### config.mk
export PLATFORM = sky130hd
export DESIGN_NAME = ifd_core
export DESIGN_NICKNAME = d
export VERILOG_FILES = /design/src/include/ifd_pkg.sv /design/src/ifd_format_dec.sv /design/src/ifd_core.sv
export SDC_FILE = /design/constraint.sdc
export NUM_CORES = 1
export LEC_CHECK = 0
export BUFFER_PORTS_ARGS = -buffer_cell sky130_fd_sc_hd__buf_2
export CAP_MARGIN = 10
export CORE_MARGIN = 4
export CORE_UTILIZATION = 56
export CTS_CLUSTER_SIZE = 16
export DETAILED_ROUTE_END_ITERATION = 6
export HOLD_SLACK_MARGIN = 0.08
export MAX_ROUTING_LAYER = met4
export PLACE_DENSITY = 0.82
export SYNTH_ARGS = -nofsm -noshare
export SYNTH_HDL_FRONTEND = slang
export SYNTH_SLANG_ARGS = --single-unit
### constraint.sdc
create_clock -name CLK -period 2.9 [get_ports CLK]
set_input_delay 0.145 -clock CLK [delete_from_list [all_inputs] [get_ports CLK]]
set_output_delay 0.145 -clock CLK [all_outputs]
set_load 0.02 [all_outputs]
### src/include/ifd_pkg.sv
// shared constants, types and state layout of the instruction format decoder
package ifd_pkg;

  // data path widths
  localparam int unsigned BYTE_W  = 8;
  localparam int unsigned PC_W    = 16;
  localparam int unsigned REL_W   = 12;
  localparam int unsigned RADDR_W = 9;
  localparam int unsigned LEN_W   = 2;

  // flag register location, layout and reset value
  localparam logic [7:0] FLAGS_ADDR    = 8'hf7;
  localparam logic [7:0] FLAGS_RESET   = 8'h02;
  localparam logic [7:0] FLAGS_WR_MASK = 8'hd7;
  localparam int unsigned FLG_PGM_HI   = 7;
  localparam int unsigned FLG_PGM_LO   = 6;
  localparam int unsigned FLG_BANK     = 4;
  localparam int unsigned FLG_CARRY    = 2;
  localparam int unsigned FLG_ZERO     = 1;
  localparam int unsigned FLG_GIE      = 0;

  // system control register touched by halt
  localparam logic [7:0] SCR0_ADDR = 8'hff;

  // opcodes with behaviour of their own in this block
  localparam logic [7:0] OPC_SSC    = 8'h00;
  localparam logic [7:0] OPC_NOP    = 8'h40;
  localparam logic [7:0] OPC_HALT   = 8'h30;
  localparam logic [7:0] OPC_PUSH_A = 8'h08;
  localparam logic [7:0] OPC_PUSH_X = 8'h10;
  localparam logic [7:0] OPC_AND_F  = 8'h70;
  localparam logic [7:0] OPC_OR_F   = 8'h71;
  localparam logic [7:0] OPC_XOR_F  = 8'h72;
  localparam logic [7:0] OPC_LONG_CALL  = 8'h7c;
  localparam logic [7:0] OPC_LONG_JUMP   = 8'h7d;
  localparam logic [7:0] OPC_MOVDD  = 8'h5f;
  localparam logic [3:0] OPC_REL_MIN = 4'h8;

  // instruction lengths in bytes
  localparam logic [LEN_W-1:0] LEN_ONE   = 2'd1;
  localparam logic [LEN_W-1:0] LEN_TWO   = 2'd2;
  localparam logic [LEN_W-1:0] LEN_THREE = 2'd3;

  // interrupt entry point (arbitrary default)
  localparam logic [PC_W-1:0] IRQ_VECTOR = 16'h0004;
  localparam logic [PC_W-1:0] PC_RESET   = 16'h0000;

  // the seven instruction formats
  typedef enum logic [2:0] {
    FMT_OPC      = 3'b000,
    FMT_REL      = 3'b001,
    FMT_IMM      = 3'b010,
    FMT_ADR      = 3'b011,
    FMT_ABS      = 3'b100,
    FMT_ADR_IMM  = 3'b101,
    FMT_ADR_ADR  = 3'b110
  } ifd_fmt_e;

  // where a one-byte instruction leaves its result
  typedef enum logic [1:0] {
    CLS_NONE = 2'b00,
    CLS_PUSH = 2'b01,
    CLS_HALT = 2'b10,
    CLS_CORE = 2'b11
  } ifd_cls_e;

  // sequencer states
  typedef enum logic [2:0] {
    ST_FETCH  = 3'b000,
    ST_WAIT   = 3'b001,
    ST_ISSUE  = 3'b010,
    ST_EXEC   = 3'b011,
    ST_IRQ    = 3'b100,
    ST_IRQCLR = 3'b101
  } ifd_state_e;

  // one decoded instruction as handed to the execute side
  typedef struct packed {
    logic [BYTE_W-1:0] opcode;
    logic [BYTE_W-1:0] byte1;
    logic [BYTE_W-1:0] byte2;
    ifd_fmt_e          fmt;
    logic [LEN_W-1:0]  len;
    ifd_cls_e          cls;
  } ifd_instr_s;

  // complete state of the decoder
  typedef struct packed {
    ifd_state_e        state;
    logic [LEN_W-1:0]  idx;
    ifd_instr_s        instr;
    logic [PC_W-1:0]   pc;
    logic [PC_W-1:0]   rel_target;
    logic [BYTE_W-1:0] flags;
    logic [PC_W-1:0]   pm_addr;
    logic              pm_rd;
    logic              instr_valid;
    logic              supervisory_rom_call;
    logic              halt_wr;
    logic              stack_wr;
    logic [BYTE_W-1:0] stack_data;
    logic              irq_ack;
    logic [BYTE_W-1:0] reg_rdata;
    logic              reg_rvalid;
  } ifd_state_s;

endpackage

### src/ifd_format_dec.sv
// opcode to format, length and result class lookup
`timescale 1ns/10ps
module ifd_format_dec
  import ifd_pkg::*;
(
  input  wire logic [BYTE_W-1:0] opc,
  output ifd_fmt_e               fmt,
  output logic [LEN_W-1:0]       len,
  output ifd_cls_e               cls
);

  // classify by opcode, first byte alone decides the length
  always_comb begin
    fmt = FMT_ADR;
    cls = CLS_CORE;
    if (opc[7:4] >= OPC_REL_MIN) begin
      fmt = FMT_REL;
    end else if (opc == OPC_LONG_JUMP || opc == OPC_LONG_CALL) begin
      fmt = FMT_ABS;
    end else if (opc == OPC_MOVDD) begin
      fmt = FMT_ADR_ADR;
    end else if (opc == OPC_SSC || opc == OPC_NOP) begin
      fmt = FMT_OPC;
      cls = CLS_NONE;
    end else if (opc == OPC_PUSH_A || opc == OPC_PUSH_X) begin
      fmt = FMT_OPC;
      cls = CLS_PUSH;
    end else if (opc == OPC_HALT) begin
      fmt = FMT_OPC;
      cls = CLS_HALT;
    end else begin
      case (opc)
        8'h18, 8'h20, 8'h28, 8'h4b, 8'h4e, 8'h5b, 8'h5c, 8'h64, 8'h67,
        8'h6a, 8'h6d, 8'h73, 8'h74, 8'h75, 8'h76, 8'h77, 8'h78, 8'h79,
        8'h7e, 8'h7f: fmt = FMT_OPC;
        8'h01, 8'h09, 8'h11, 8'h19, 8'h21, 8'h29, 8'h31, 8'h38, 8'h39,
        8'h50, 8'h57, OPC_AND_F, OPC_OR_F, OPC_XOR_F: fmt = FMT_IMM;
        8'h06, 8'h07, 8'h0e, 8'h0f, 8'h16, 8'h17, 8'h1e, 8'h1f, 8'h26,
        8'h27, 8'h2e, 8'h2f, 8'h36, 8'h37, 8'h3c, 8'h3d, 8'h41, 8'h42,
        8'h43, 8'h44, 8'h45, 8'h46, 8'h47, 8'h48, 8'h49, 8'h4a, 8'h55,
        8'h56, 8'h62, 8'h63: fmt = FMT_ADR_IMM;
        // every other opcode carries one address byte
        default: fmt = FMT_ADR;
      endcase
    end
  end

  always_comb begin
    case (fmt)
      FMT_OPC:                           len = LEN_ONE;
      FMT_REL, FMT_IMM, FMT_ADR:         len = LEN_TWO;
      FMT_ABS, FMT_ADR_IMM, FMT_ADR_ADR: len = LEN_THREE;
      default:                           len = LEN_ONE;
    endcase
  end

endmodule

### src/ifd_core.sv
// instruction fetch, format decode, flag register and interrupt entry
//
// How it works
// - seven formats, length from first byte
// - bytes fetched over separate program bus
// - one-byte form is opcode only
// - nop and supervisory call only advance PC
// - supervisory call hands control to ROM
// - pushes write RAM, bump stack pointer
// - halt alone writes system control register
// - other one-byte ops update core registers
// - short branch: 12-bit signed offset
// - immediate form: opcode plus constant
// - address form: opcode plus address byte
// - long jump/call: 16-bit target, high first
// - three bytes: opcode, address, constant
// - direct move: opcode, destination, source
// - flags at F7h in either bank
// - whole flag byte written only by flag logic ops
// - page mode steers RAM address forming
// - bank bit is ninth register address bit
// - carry and zero follow results and logic
// - enable set samples request each instruction
// - interrupt pushes flags, then clears enable
`timescale 1ns/10ps
module ifd_core
  import ifd_pkg::*;
#(
  parameter logic [PC_W-1:0] RESET_PC = PC_RESET
)
(
  input  wire logic                CLK,
  input  wire logic                RST,
  input  wire logic                CE,
  output logic [PC_W-1:0]          PM_ADDR,
  output logic                     PM_RD,
  input  wire logic [BYTE_W-1:0]   PM_RDATA,
  input  wire logic                PM_ACK,
  output logic                     INSTR_VALID,
  output ifd_instr_s               INSTR,
  output logic [PC_W-1:0]          INSTR_PC,
  output logic [PC_W-1:0]          REL_TARGET,
  input  wire logic                EXE_DONE,
  input  wire logic                BR_TAKEN,
  input  wire logic [PC_W-1:0]     BR_TARGET,
  input  wire logic                RES_C_WE,
  input  wire logic                RES_Z_WE,
  input  wire logic                RES_CARRY,
  input  wire logic                RES_ZERO,
  input  wire logic                IRQ,
  output logic                     IRQ_ACK,
  output logic                     STACK_WR,
  output logic [BYTE_W-1:0]        STACK_DATA,
  input  wire logic                REG_RD,
  input  wire logic [RADDR_W-1:0]  REG_ADDR,
  output logic [BYTE_W-1:0]        REG_RDATA,
  output logic                     REG_RVALID,
  output logic [BYTE_W-1:0]        FLAGS,
  output logic [1:0]               PAGE_MODE,
  output logic                     REG_BANK,
  output logic                     SUPERVISORY_ROM_CALL,
  output logic                     HALT_WR
);

  // elaboration check on the start address width
  if ($bits(RESET_PC) != PC_W) begin : g_bad_pc
    $error("reset pc width must match the program counter");
  end

  ifd_state_s st_r;
  ifd_state_s st_nxt;

  ifd_fmt_e         dec_fmt;
  logic [LEN_W-1:0] dec_len;
  ifd_cls_e         dec_cls;

  logic [PC_W-1:0]   pc_seq;
  logic [PC_W-1:0]   abs_target;
  logic [PC_W-1:0]   rel_calc;
  logic [BYTE_W-1:0] flags_upd;
  logic              is_flag_op;

  // first-byte decode straight off the program bus
  ifd_format_dec u_dec (
    .opc (PM_RDATA),
    .fmt (dec_fmt),
    .len (dec_len),
    .cls (dec_cls)
  );

  assign pc_seq = st_r.pc + PC_W'(st_r.instr.len);

  assign abs_target = {st_r.instr.byte1, st_r.instr.byte2};

  // signed 12-bit offset from the word after the opcode byte
  assign rel_calc = st_r.pc + PC_W'(1)
                  + {{(PC_W-REL_W){st_r.instr.opcode[3]}},
                     st_r.instr.opcode[3:0], st_r.instr.byte1};

  // only the three flag logic ops may write the flag byte
  assign is_flag_op = (st_r.instr.opcode == OPC_AND_F) ||
                      (st_r.instr.opcode == OPC_OR_F)  ||
                      (st_r.instr.opcode == OPC_XOR_F);

  // flag value after the instruction retires
  always_comb begin
    flags_upd = st_r.flags;
    if (is_flag_op) begin
      case (st_r.instr.opcode)
        OPC_AND_F: flags_upd = st_r.flags & st_r.instr.byte1;
        OPC_OR_F:  flags_upd = st_r.flags | st_r.instr.byte1;
        OPC_XOR_F: flags_upd = st_r.flags ^ st_r.instr.byte1;
        default:   flags_upd = st_r.flags;
      endcase
      // reserved bits never hold a one
      flags_upd = flags_upd & FLAGS_WR_MASK;
    end else begin
      // carry and zero from the execute result
      if (RES_C_WE) begin
        flags_upd[FLG_CARRY] = RES_CARRY;
      end
      if (RES_Z_WE) begin
        flags_upd[FLG_ZERO] = RES_ZERO;
      end
    end
  end

  // next-state logic for the whole block
  always_comb begin
    st_nxt             = st_r;
    st_nxt.instr_valid = 1'b0;
    st_nxt.supervisory_rom_call   = 1'b0;
    st_nxt.halt_wr     = 1'b0;
    st_nxt.stack_wr    = 1'b0;
    st_nxt.irq_ack     = 1'b0;
    st_nxt.reg_rvalid  = 1'b0;

    // flag byte readable at F7h whatever the bank bit
    if (REG_RD) begin
      st_nxt.reg_rvalid = 1'b1;
      if (REG_ADDR[BYTE_W-1:0] == FLAGS_ADDR) begin
        st_nxt.reg_rdata = st_r.flags;
      end else begin
        st_nxt.reg_rdata = '0;
      end
    end

    case (st_r.state)
      // request next byte on the program bus
      ST_FETCH: begin
        st_nxt.pm_rd   = 1'b1;
        st_nxt.pm_addr = st_r.pc + PC_W'(st_r.idx);
        st_nxt.state   = ST_WAIT;
      end
      // capture a byte when program memory answers
      ST_WAIT: begin
        if (PM_ACK) begin
          st_nxt.pm_rd = 1'b0;
          case (st_r.idx)
            // opcode byte fixes format and length
            2'd0: begin
              st_nxt.instr.opcode = PM_RDATA;
              st_nxt.instr.byte1  = '0;
              st_nxt.instr.byte2  = '0;
              st_nxt.instr.fmt    = dec_fmt;
              st_nxt.instr.len    = dec_len;
              st_nxt.instr.cls    = dec_cls;
            end
            2'd1:    st_nxt.instr.byte1 = PM_RDATA;
            default: st_nxt.instr.byte2 = PM_RDATA;
          endcase
          // single-byte forms stop after the opcode
          if ((st_r.idx == 2'd0 && dec_len == LEN_ONE) ||
              (st_r.idx != 2'd0 && st_r.idx + 2'd1 == st_r.instr.len)) begin
            st_nxt.idx   = '0;
            st_nxt.state = ST_ISSUE;
          end else begin
            st_nxt.idx   = st_r.idx + 2'd1;
            st_nxt.state = ST_FETCH;
          end
        end
      end
      // hand the instruction over for one cycle
      ST_ISSUE: begin
        st_nxt.instr_valid = 1'b1;
        st_nxt.rel_target  = rel_calc;
        if (st_r.instr.opcode == OPC_SSC) begin
          st_nxt.supervisory_rom_call = 1'b1;
        end
        // halt drives the system control write
        if (st_r.instr.cls == CLS_HALT) begin
          st_nxt.halt_wr = 1'b1;
        end
        st_nxt.state = ST_EXEC;
      end
      // wait for the execute side to retire it
      ST_EXEC: begin
        if (EXE_DONE) begin
          st_nxt.flags = flags_upd;
          if (st_r.instr.fmt == FMT_ABS) begin
            st_nxt.pc = abs_target;
          end else if (BR_TAKEN && st_r.instr.cls != CLS_NONE) begin
            st_nxt.pc = BR_TARGET;
          // plain advance, the only effect of nop
          end else begin
            st_nxt.pc = pc_seq;
          end
          // request sampled once per instruction when enabled
          if (flags_upd[FLG_GIE] && IRQ) begin
            st_nxt.state = ST_IRQ;
          end else begin
            st_nxt.state = ST_FETCH;
          end
        end
      end
      ST_IRQ: begin
        st_nxt.stack_wr   = 1'b1;
        st_nxt.stack_data = st_r.flags;
        st_nxt.irq_ack    = 1'b1;
        st_nxt.state      = ST_IRQCLR;
      end
      // then drop the enable and enter the handler
      ST_IRQCLR: begin
        st_nxt.flags[FLG_GIE] = 1'b0;
        st_nxt.pc             = IRQ_VECTOR;
        st_nxt.state          = ST_FETCH;
      end
      default: begin
        st_nxt.state = ST_FETCH;
        st_nxt.idx   = '0;
      end
    endcase
  end

  // state register with clock enable
  always_ff @(posedge CLK) begin
    if (RST) begin
      st_r            <= '0;
      st_r.state      <= ST_FETCH;
      st_r.instr.fmt  <= FMT_OPC;
      st_r.instr.cls  <= CLS_NONE;
      st_r.pc         <= RESET_PC;
      st_r.flags      <= FLAGS_RESET;
    end else if (CE) begin
      st_r <= st_nxt;
    end
  end

  // outputs straight from the state flops
  assign PM_ADDR     = st_r.pm_addr;
  assign PM_RD       = st_r.pm_rd;
  assign INSTR_VALID = st_r.instr_valid;
  assign INSTR       = st_r.instr;
  assign INSTR_PC    = st_r.pc;
  assign REL_TARGET  = st_r.rel_target;
  assign IRQ_ACK     = st_r.irq_ack;
  assign STACK_WR    = st_r.stack_wr;
  assign STACK_DATA  = st_r.stack_data;
  assign REG_RDATA   = st_r.reg_rdata;
  assign REG_RVALID  = st_r.reg_rvalid;
  assign FLAGS       = st_r.flags;
  assign SUPERVISORY_ROM_CALL   = st_r.supervisory_rom_call;
  assign HALT_WR     = st_r.halt_wr;

  // page mode out to the RAM address former
  assign PAGE_MODE = st_r.flags[FLG_PGM_HI:FLG_PGM_LO];
  // bank bit extends register addresses to nine bits
  assign REG_BANK  = st_r.flags[FLG_BANK];

endmodule

==> After elaboration in Yosys (flattened, before gate mapping) <==
Memories as Yosys holds them, arrays and structs flattened.
Index checks and enable logic that the tools add are counted.
{ "totals": {"wordCells": 148, "memories": 1, "regBits": 111, "out_inout_bits": 113, "mem_bits_ro": 384} }
{ "mem_list": {"columns": ["name", "words", "width", "read_ports", "rd_ports_with_merged_regs", "wr", "line_no", "source"], "rows": [
  ["(no name shown)", 128, 3, 1, 0, 0, "ifd_format_dec.sv:32", "case (opc)"]
]} }
{ "classes": {"muxes": 43, "reduce_logical": 39, "addsub": 5, "n_lt_le_gt_ge": 1, "bitwise_logic": 5, "eq_ne": 30} }
{ "ops": {"columns": ["op", "n"], "rows": [
  ["8-bit by 7-bit == test with 1-bit output (second input constant)", 7],
  ["16-bit two-way mux", 3],
  ["36-bit two-way mux", 1],
  ["16-bit by 2-bit adder with 16-bit output", 2],
  ["16-bit case mux with 2 select lines", 1],
  ["8-bit case mux with 2 select lines", 2],
  ["3-bit two-way mux", 10],
  ["8-bit case mux with 3 select lines", 1],
  ["3-bit == test (second input constant)", 6],
  ["16-bit by 1-bit adder with 16-bit output (second input constant)", 1],
  ["16-bit adder", 1],
  ["8-bit zero test", 2],
  ["8-bit two-way mux", 2],
  ["3-bit case mux with 5 select lines", 1],
  ["5-bit AND reduction", 3],
  ["2-bit nonzero test", 7],
  ["3-bit by 2-bit == test with 1-bit output (second input constant)", 4],
  ["2-bit two-way mux", 6],
  ["3-bit AND reduction", 4],
  ["4-bit AND reduction", 3],
  ["10-bit two-way mux", 1],
  ["1-bit two-way mux", 9],
  ["8-bit AND", 1],
  ["8-bit by 4-bit == test with 1-bit output (second input constant)", 1],
  ["26 further kinds", 44]
]} }

==> Logic depth before layout (Yosys ltp) <==
Gate-level depths: netlist of the first run.
An unclocked memory read counts as a cell.
{ "logic_depth": {"depth_word": 17, "mapped_depth": 11} }

==> Hierarchy <==
Synthesis of the first run repeated with hierarchy kept, for this count alone.
{ "hier_totals": {"cells_unflattened": 944, "area_unflattened_um2": 7390.8} }
{ "modules_own_cells": {"columns": ["mod", "instances", "cells_each", "area_per_inst_um2"], "rows": [
  ["ifd_core", 1, 850, 6686.4],
  ["ifd_format_dec", 1, 94, 704.4]
]} }

==> Least setup slack after synthesis of the first run <==
Ideal clock, no wire load.
{ "synth_timing": {"path_kind": "reg2reg", "startpoint": "register st_r (netlist bit INSTR[15])", "endpoint": "register st_r (netlist bit REL_TARGET[14])", "arrival_time_ns": 2.323, "n_path_buf": 0, "setup_ns": 0.122, "t_required_ns": 2.778, "stages_incl_launch_ff": 12, "path_slack_ns": 0.455, "path_cell_list": "dfxtp_1 inv_1 ha_1 inv_1 fa_1 a211oi_1 or2_2 a211o_1 a31oi_1 a31oi_1 and4_1 a311o_1"} }
{ "synth_via": {"elab_chain_cells": 1} }
{ "synth_lines": {"columns": ["element", "line_no", "source"], "rows": [
  ["start, declared", "ifd_core.sv:70", "ifd_state_s st_r;"],
  ["start signal, assigned", "ifd_core.sv:245", "st_r <= st_nxt;"],
  ["16-bit adder", "ifd_core.sv:97", "+ {{(PC_W-REL_W){st_r.instr.opcode[3]}},"]
]} }
Every way passes these cells.
A chain may end at the register's enable or synchronous reset.

==> Worst setup path after layout of the first run <==
Ends and elaborated chain as after synthesis.

==> flow_summary.json, run 1 <==
{
  "status": "finished, final reports clean",
  "ant_nets": 0,
  "dpl_cell_area_um2": 7480,
  "core.rowCount": 41,
  "grt_pass1_vias": 5942,
  "relSlewSlack": 0.457,
  "grt_use_total": 0.258,
  "vias_per_cell": 5.79,
  "grt_max_degree": 63,
  "synthFlopType": "dfxtp_1",
  "drt_iter0_drc": 625,
  "initial_core_util": 0.576,
  "place_ws_ns": 0.186,
  "ir_drop_uv": 251,
  "worstHoldPathType": "input pin to register",
  "ys_types": 73,
  "netlist_area_um2": 7330,
  "die_x_um": 122,
  "drc": 0,
  "r2r_cells": 11,
  "layout.nets": 1044,
  "antenna_cells": 0,
  "antenna_found_initial": 0,
  "synth-seq-area-share": 0.295,
  "rsz0062_at_grt": "false",
  "yosysMostFrequentCell": "nor2_1",
  "fin_crit_sh": 0.946,
  "drive_gt1_frac": 0.217,
  "min_to": "INSTR[23]",
  "wirelength_um": 19300,
  "routedWlPerCell_um": 17.1,
  "worstSetupEndpointType": "register",
  "ys_ff_latch": 108,
  "r2r_start": "INSTR[15]",
  "fmax_ghz": 0.365,
  "setup_viol": 0,
  "cp-start-kind": "register",
  "die_area_um2": 15000,
  "grt_pass1_wl_um": 30100,
  "path_class": "register to register",
  "grt_overflow_total": 0,
  "critPathMaxFanout": 5,
  "yosys_warnings": 0,
  "total_power_mw": 3.17,
  "io-pin-count": 158,
  "r2r_setup_slack_ns": 0.16,
  "final_cell_area_um2": 7790,
  "regToRegEndpoint": "REL_TARGET[14]",
  "io_buffers": 150,
  "vias": 6550,
  "cp_data_required_time_ns": 3.14,
  "dp_hpwl_um": 14200,
  "cts_tree": "yes",
  "cts_resized": 0,
  "ys_top_cells_by_count": "nor2_1 (115), dfxtp_1 (108), buf_4 (107)",
  "htreeDepth": 3,
  "core-area_um2": 12700,
  "tightest_slew_ns": 0.812,
  "cts_buffers": 9,
  "cts_setup_buffers": 0,
  "synth_edf_count": 0,
  "synth.largest_area_cell": "dfxtp_1",
  "cts_hold_buf": 0,
  "clock-root-buffer": "clkbuf_16",
  "cts_buffer_depth": 2,
  "die_h_um": 122,
  "ys_top_cells_by_area": "dfxtp_1 (30%), buf_4 (11%), ha_1 (7.2%)",
  "slew_viol_final": 0,
  "clk_pin_slew_ns": 0.07,
  "hp-start": "PM_RDATA[0]",
  "drv_cap": 0,
  "syn_inst": 925,
  "synth.top_cell.area_share": 0.295,
  "avgSynthCellArea_um2": 7.92,
  "leakage_nw": 3.36,
  "finalWeightedCongestion": 0.944,
  "n_fill_cell": 1211,
  "cts_sinks": 108,
  "worst_slack_ns": 0.158,
  "firstDrtPassIters": 5,
  "whs_ns": 0.129,
  "power_density_nw_per_um2": 407,
  "period_needed_ns": 2.74,
  "async_flop_share": 0,
  "whs_path_depth": 3,
  "skew_ns": 0.00709,
  "area_growth_pct": 6.37,
  "crit_arrival_ns": 2.99,
  "hold_violations": 0,
  "fin_tns_setup_ns": 0,
  "clock_latency_ns": 0.35
}
cell families (layout without fill, tap and decap cells):
group	count (synthesis)	in the layout	synth area share
flip-flops	108	108	0.295
multiplexers	16	16	0.0220
adder cells (fa/ha/maj)	46	46	0.0813
AO/OA/AOI/OAI	212	212	0.195
buffers and inverters	193	222	0.156
other	1	6	0.000512
AND/OR/NAND/NOR	309	309	0.201
XOR/XNOR	40	40	0.0488
flip-flops by register name, summed over array words and instances, names as in the netlist, 5 cells and up:
| register | cells |
|---|---|
| REG_RDATA | 6 |
| INSTR_PC | 16 |
| PM_ADDR | 16 |
| INSTR | 31 |
| st_r | 5 |
| STACK_DATA | 6 |
| REL_TARGET | 16 |
| FLAGS | 6 |
worst max path at each step:
stage                          from        endpoint  slack [ns]  depth (start not counted)
final                     INSTR[15]  REL_TARGET[14]        0.16                         11
after global routing      INSTR[15]  REL_TARGET[14]        0.03                         11
after CTS                 INSTR[15]  REL_TARGET[14]        0.19                         11
after detailed placement  INSTR[15]  REL_TARGET[14]        0.19                         11
after global placement    INSTR[15]  REL_TARGET[14]        0.27                         11
after floorplan           INSTR[15]  REL_TARGET[14]        0.45                         11
layout make-up:
cell class	instances	area, um2	area share
Sequential cell	108	2160	0.277
Tap cell	172	215	0.0276
Inverter	33	124	0.0159
Timing Repair Buffer	173	926	0.119
Clock inverter	5	58.8	0.00755
Clock buffer	11	253	0.0324
Multi-Input combinational cell	629	4050	0.520
cell usage in the layout (no fill, tap or decap), types with 22 or more instances in the layout:
cell type | synthesis | routed
ha_1 | 42 | 42
a21oi_1 | 69 | 69
dfxtp_1 | 108 | 108
nand2_1 | 73 | 73
buf_2 | 7 | 149
nor2_1 | 115 | 115
xnor2_1 | 25 | 25
a211oi_1 | 39 | 39
inv_1 | 32 | 32
nor3_1 | 23 | 22
o21ai_0 | 26 | 25
buf_4 | 107 | 24
critical path, stage by stage (launching register included):
cell,delay (ns)
dfxtp_1,0.42
inv_1,0.09
ha_1,0.24
inv_1,0.08
fa_1,0.22
a211oi_1,0.10
or2_2,0.32
a211o_1,0.31
a31oi_1,0.23
a31oi_1,0.15
and4_1,0.22
a311o_1,0.26
metrics by stage:
step | std cells | utilization
floorplan | 930 | -
global placement | 1115 | 0.588
detailed placement | 1115 | 0.588
CTS | 1131 | 0.613
global route | 1131 | 0.613
finish | 1131 | 0.613
where the power goes:
group          leakage (nW)  internal [mW]  switching [mW]  total (mW)
clock network         0.153          0.721           0.567        1.29
registers             0.874           1.51          0.0245        1.53
logic                  2.34          0.125           0.228       0.353
layer usage:
layer,vias to the layer above,global-route usage,routed length (um)
met2,306,0.409,9110
met4,0,0.0973,494
li1,3172,-,-
met3,49,0.0410,1570
met1,3023,0.333,8120
met5,-,-,0
Power figures use the tool's default switching activity.
==> inputs of run 2 (changes only) <==
Settings changed: PLACE_DENSITY 0.82 to 0.79.
==> run 2 against run 1 <==
- sequential power hardly changed
- global-route usage increased by 0.15 points
- die area stayed put
- first-iteration DRC count is 19% lower
- worst setup slack gained 0.019 ns
- critical path type unchanged
- critical endpoint unchanged
==> flow_summary.json, run 2 (synthesis gave the netlist of run 1 again) <==
{
  "cts_sinks": 108,
  "grt_max_degree": 54,
  "grt_pass1_wl_um": 29900,
  "clk_pin_slew_ns": 0.07,
  "wirelength_um": 19100,
  "initial_core_util": 0.576,
  "core.rowCount": 41,
  "ant_nets": 0,
  "drive_gt1_frac": 0.219,
  "largest_reg_flops": 31,
  "crit_arrival_ns": 2.97,
  "fin_crit_sh": 0.939,
  "power_density_nw_per_um2": 400,
  "cts_tree": "yes",
  "finalWeightedCongestion": 0.924,
  "fin_cells": 1133,
  "swShare": 0.270,
  "rsz0062_at_grt": "false",
  "clkPwrFrac": 0.395,
  "ir_drop_uv": 279,
  "cts_setup_buffers": 0,
  "antenna_cells": 0,
  "htreeDepth": 3,
  "drt_iter0_drc": 506,
  "worstHoldPathType": "input pin to register",
  "switchingPower_mw": 0.843,
  "drv_cap": 0,
  "cts_buffers": 9,
  "dp_hpwl_um": 14300,
  "clock_latency_ns": 0.36,
  "grt_pass1_vias": 5759,
  "hold_violations": 0,
  "die_area_um2": 15000,
  "dpl.cell_count": 1117,
  "cp_data_required_time_ns": 3.15,
  "fin_tns_setup_ns": 0,
  "p_int_mw": 2.27,
  "critPathMaxFanout": 5,
  "cts_buffer_depth": 2,
  "r2r_cells": 11,
  "relSlewSlack": 0.468,
  "io-pin-count": 158,
  "area_growth_pct": 6.35,
  "io_buffers": 150,
  "grt_overflow_total": 0,
  "tightest_slew_ns": 0.795,
  "period_needed_ns": 2.72,
  "cts_resized": 0,
  "die_h_um": 122,
  "worstSetupEndpointType": "register",
  "vias_per_cell": 5.65,
  "core-area_um2": 12700,
  "path_class": "register to register",
  "slew_viol_final": 0,
  "grt_use_total": 0.260,
  "die_x_um": 122,
  "regArea_um2": 2160,
  "n_fill_cell": 1211,
  "multi_input_area_um2": 4050,
  "status": "finished, final reports clean",
  "skew_ns": 0.00623,
  "cts_hold_buf": 0,
  "setup_viol": 0,
  "place_ws_ns": 0.224,
  "drc": 0,
  "clock-root-buffer": "clkbuf_16",
  "layout.nets": 1046,
  "pwr-share-comb": 0.114,
  "seq_power_share": 0.491,
  "total_power_mw": 3.12,
  "fmax_ghz": 0.367,
  "final_cell_mix": "buf_2 (149), nor2_1 (115), dfxtp_1 (108)",
  "vias": 6406,
  "firstDrtPassIters": 5,
  "routedWlPerCell_um": 16.8,
  "final_common_cell": "buf_2",
  "worst_slack_ns": 0.176,
  "antenna_found_initial": 0,
  "cp-start-kind": "register",
  "leakage_nw": 3.37,
  "whs_path_depth": 3
}
## run 2: path summary, 6_finish.rpt
path / end / from / slack, ns
max: REL_TARGET[14] / INSTR[15] / 0.18
min: INSTR[23] / PM_RDATA[0] / 0.12
max reg2reg: REL_TARGET[14] / INSTR[15] / 0.18
min reg2reg: REL_TARGET[3] / REL_TARGET[3] / 0.45
## run 2: layer usage
metal | routed length [um] | part of all wire | vias up | GRT usage
met5 | 0 | 0 | - | -
met4 | 522 | 0.027 | 0 | 0.103
met3 | 1490 | 0.078 | 36 | 0.0442
met2 | 8760 | 0.46 | 222 | 0.399
met1 | 8280 | 0.43 | 2967 | 0.341
li1 | - | - | 3181 | -
## run 2: area by class of cell
type | count | area share
Multi-Input combinational cell | 629 | 0.520
Clock buffer | 11 | 0.0324
Timing Repair Buffer | 175 | 0.121
Clock inverter | 5 | 0.00546
Inverter | 33 | 0.0159
Tap cell | 172 | 0.0276
Sequential cell | 108 | 0.278
## run 2: through the flow
stage | hold WS, ns | cell area, um2 | util
6_report | 0.116 | 7790 | 0.612
5_1_grt | 0.130 | 7790 | 0.612
4_1_cts | 0.103 | 7790 | 0.612
3_5_place_dp | 0.442 | 7500 | 0.589
3_3_place_gp | 0.437 | 7500 | 0.589
2_1_floorplan | 0.281 | 7340 | -
## run 2: critical path: stages, from the launching register on
cell	delay (ns)
dfxtp_1	0.42
inv_1	0.09
ha_1	0.23
inv_1	0.08
fa_1	0.22
a211oi_1	0.11
or2_2	0.32
a211o_1	0.30
a31oi_1	0.23
a31oi_1	0.14
and4_1	0.22
a311o_1	0.26
## run 2: power groups by stage
stage               logic (mW)  registers (mW)  clock network, mW
finish                   0.355            1.53               1.23
global route             0.391            1.53               1.31
CTS                      0.352            1.53               1.25
detailed placement       0.350            1.57                  0
global placement         0.347            1.56                  0
floorplan                0.276            1.56                  0
==> inputs of run 3 (changes only) <==
Settings changed: CELL_PAD_IN_SITES_DETAIL_PLACEMENT set to 0, CELL_PAD_IN_SITES_GLOBAL_PLACEMENT set to 1, CORE_UTILIZATION 56 to 41.
==> run 3 against run 2 <==
- cell count increased by 4.9%
- worst setup slack improved by 0.027 ns
- via count shrank 0.33%
- final area is 1.2% higher
- highest routed layer unchanged
==> flow_summary.json, run 3 (synthesis gave the netlist of run 1 again) <==
{
  "drt_iter0_drc": 491,
  "antenna_cells": 0,
  "clkPwrFrac": 0.406,
  "fin_crit_sh": 0.930,
  "total_power_mw": 3.18,
  "grt_pass1_vias": 5881,
  "cts_buffer_depth": 2,
  "gr-usage-met2": 0.340,
  "htreeDepth": 3,
  "core.rowCount": 48,
  "dp_hpwl_um": 15800,
  "io-pin-count": 158,
  "ir_drop_uv": 364,
  "drive_gt1_frac": 0.220,
  "layout.nets": 1049,
  "grt_use_total": 0.214,
  "ant_nets": 0,
  "seq_power_share": 0.482,
  "finalWeightedCongestion": 0.838,
  "grt-busiest-layer": "met2",
  "final_cell_mix": "buf_2 (149), nor2_1 (115), dfxtp_1 (108)",
  "rsz0062_at_grt": "false",
  "switchingPower_mw": 0.869,
  "slew_viol_final": 0,
  "cts_resized": 0,
  "hold_violations": 0,
  "tightest_slew_ns": 0.734,
  "worstSetupEndpointType": "register",
  "pwr-share-comb": 0.112,
  "final_common_cell": "buf_2",
  "clock-root-buffer": "clkbuf_16",
  "cts_setup_buffers": 0,
  "met3_usage": 0.0361,
  "cts_sinks": 108,
  "status": "finished, final reports clean",
  "routedWlPerCell_um": 17.8,
  "cp-start-kind": "register",
  "relSlewSlack": 0.510,
  "area_growth_pct": 7.62,
  "fin_tns_setup_ns": 0,
  "firstDrtPassIters": 5,
  "period_needed_ns": 2.70,
  "cts_buffers": 9,
  "r2r_setup_slack_ns": 0.20,
  "drc": 0,
  "antenna_found_initial": 0,
  "cp_data_required_time_ns": 3.14,
  "clock_latency_ns": 0.36,
  "die_x_um": 142,
  "grt_overflow_total": 0,
  "crit_chain": "inv_1 -> ha_1 -> inv_1 -> fa_1 -> a211oi_1 -> or2_2 -> a211o_1 -> a31oi_1 -> a31oi_1 -> and4_1 -> a311o_1",
  "clk_pin_slew_ns": 0.08,
  "setup_viol": 0,
  "path_class": "register to register",
  "critPathMaxFanout": 5,
  "grt_pass1_wl_um": 33200,
  "vias_per_cell": 5.37,
  "io_buffers": 150,
  "crit_arrival_ns": 2.94,
  "fmax_ghz": 0.371,
  "leakage_nw": 3.37,
  "slowest_stage": "dfxtp_1",
  "cpPeakStageDelay_ns": 0.41,
  "die_area_um2": 20100,
  "drv_cap": 0,
  "use_met1": 0.288,
  "cts_tree": "yes",
  "largest_reg_flops": 31,
  "power_density_nw_per_um2": 403,
  "swShare": 0.273,
  "cts_hold_buf": 0,
  "p_int_mw": 2.31,
  "vias": 6385,
  "worstHoldPathType": "input pin to register",
  "grt_max_degree": 42,
  "initial_core_util": 0.421,
  "skew_ns": 0.00908,
  "core-area_um2": 17400,
  "die_h_um": 142,
  "wirelength_um": 21200
}
[run 3: cell types whose count changed in the layout (fill, tap and decap cells not counted), sizes merged]
cell	change
buf	+3
clkinv	-3
clkinvlp	+3
bufinv	+1
clkbuf	-1
[run 3: area by class of cell]
cell class,instances,area [um2]
clock buffers,10,229
clock inverters,6,70.1
fillers,1851,9530
inverters,33,124
multi-input cells,629,4050
flip-flops and latches,108,2160
well taps,225,282
repair buffers,178,963
[run 3: layer usage]
metal,vias to the layer above,part of all wire
met3,23,0.046
met5,-,0
met1,3011,0.46
met2,173,0.47
li1,3178,-
met4,0,0.015
[run 3: path summary, 6_finish.rpt]
path / startpoint / cells after the start / end
hold / removal: PM_RDATA[0] / 3 / INSTR[23]
hold reg to reg: REL_TARGET[3] / 2 / REL_TARGET[3]
setup / recovery: INSTR_PC[0] / 11 / REL_TARGET[14]
setup reg to reg: INSTR_PC[0] / 11 / REL_TARGET[14]
[run 3: per-stage QoR]
stage / hold WS (ns) / setup WS, ns / instance area (um2) / util / cells
6_report: 0.108 / 0.204 / 7880 / 0.453 / 1189
5_1_grt: 0.113 / 0.0694 / 7880 / 0.453 / 1189
4_1_cts: 0.0971 / 0.243 / 7880 / 0.453 / 1189
3_5_place_dp: 0.443 / 0.268 / 7580 / 0.435 / 1173
3_3_place_gp: 0.437 / 0.311 / 7580 / 0.435 / 1173
2_1_floorplan: 0.281 / 0.455 / 7340 / - / 930
[run 3: power by group through the flow]
stage / logic (mW) / clock network, mW / registers (mW)
CTS: 0.358 / 1.32 / 1.53
finish: 0.356 / 1.29 / 1.53
global placement: 0.354 / 0 / 1.57
detailed placement: 0.357 / 0 / 1.57
floorplan: 0.276 / 0 / 1.56
global route: 0.392 / 1.39 / 1.54
[run 3: worst max-delay path: cells and delay by family (launching register included)]
kind | cells | cell delay (ns)
buffers and inverters | 2 | 0.14
adder cells (fa/ha/maj) | 2 | 0.43
AND/OR/NAND/NOR | 2 | 0.54
AO/OA/AOI/OAI | 5 | 1.06
flip-flops | 1 | 0.41
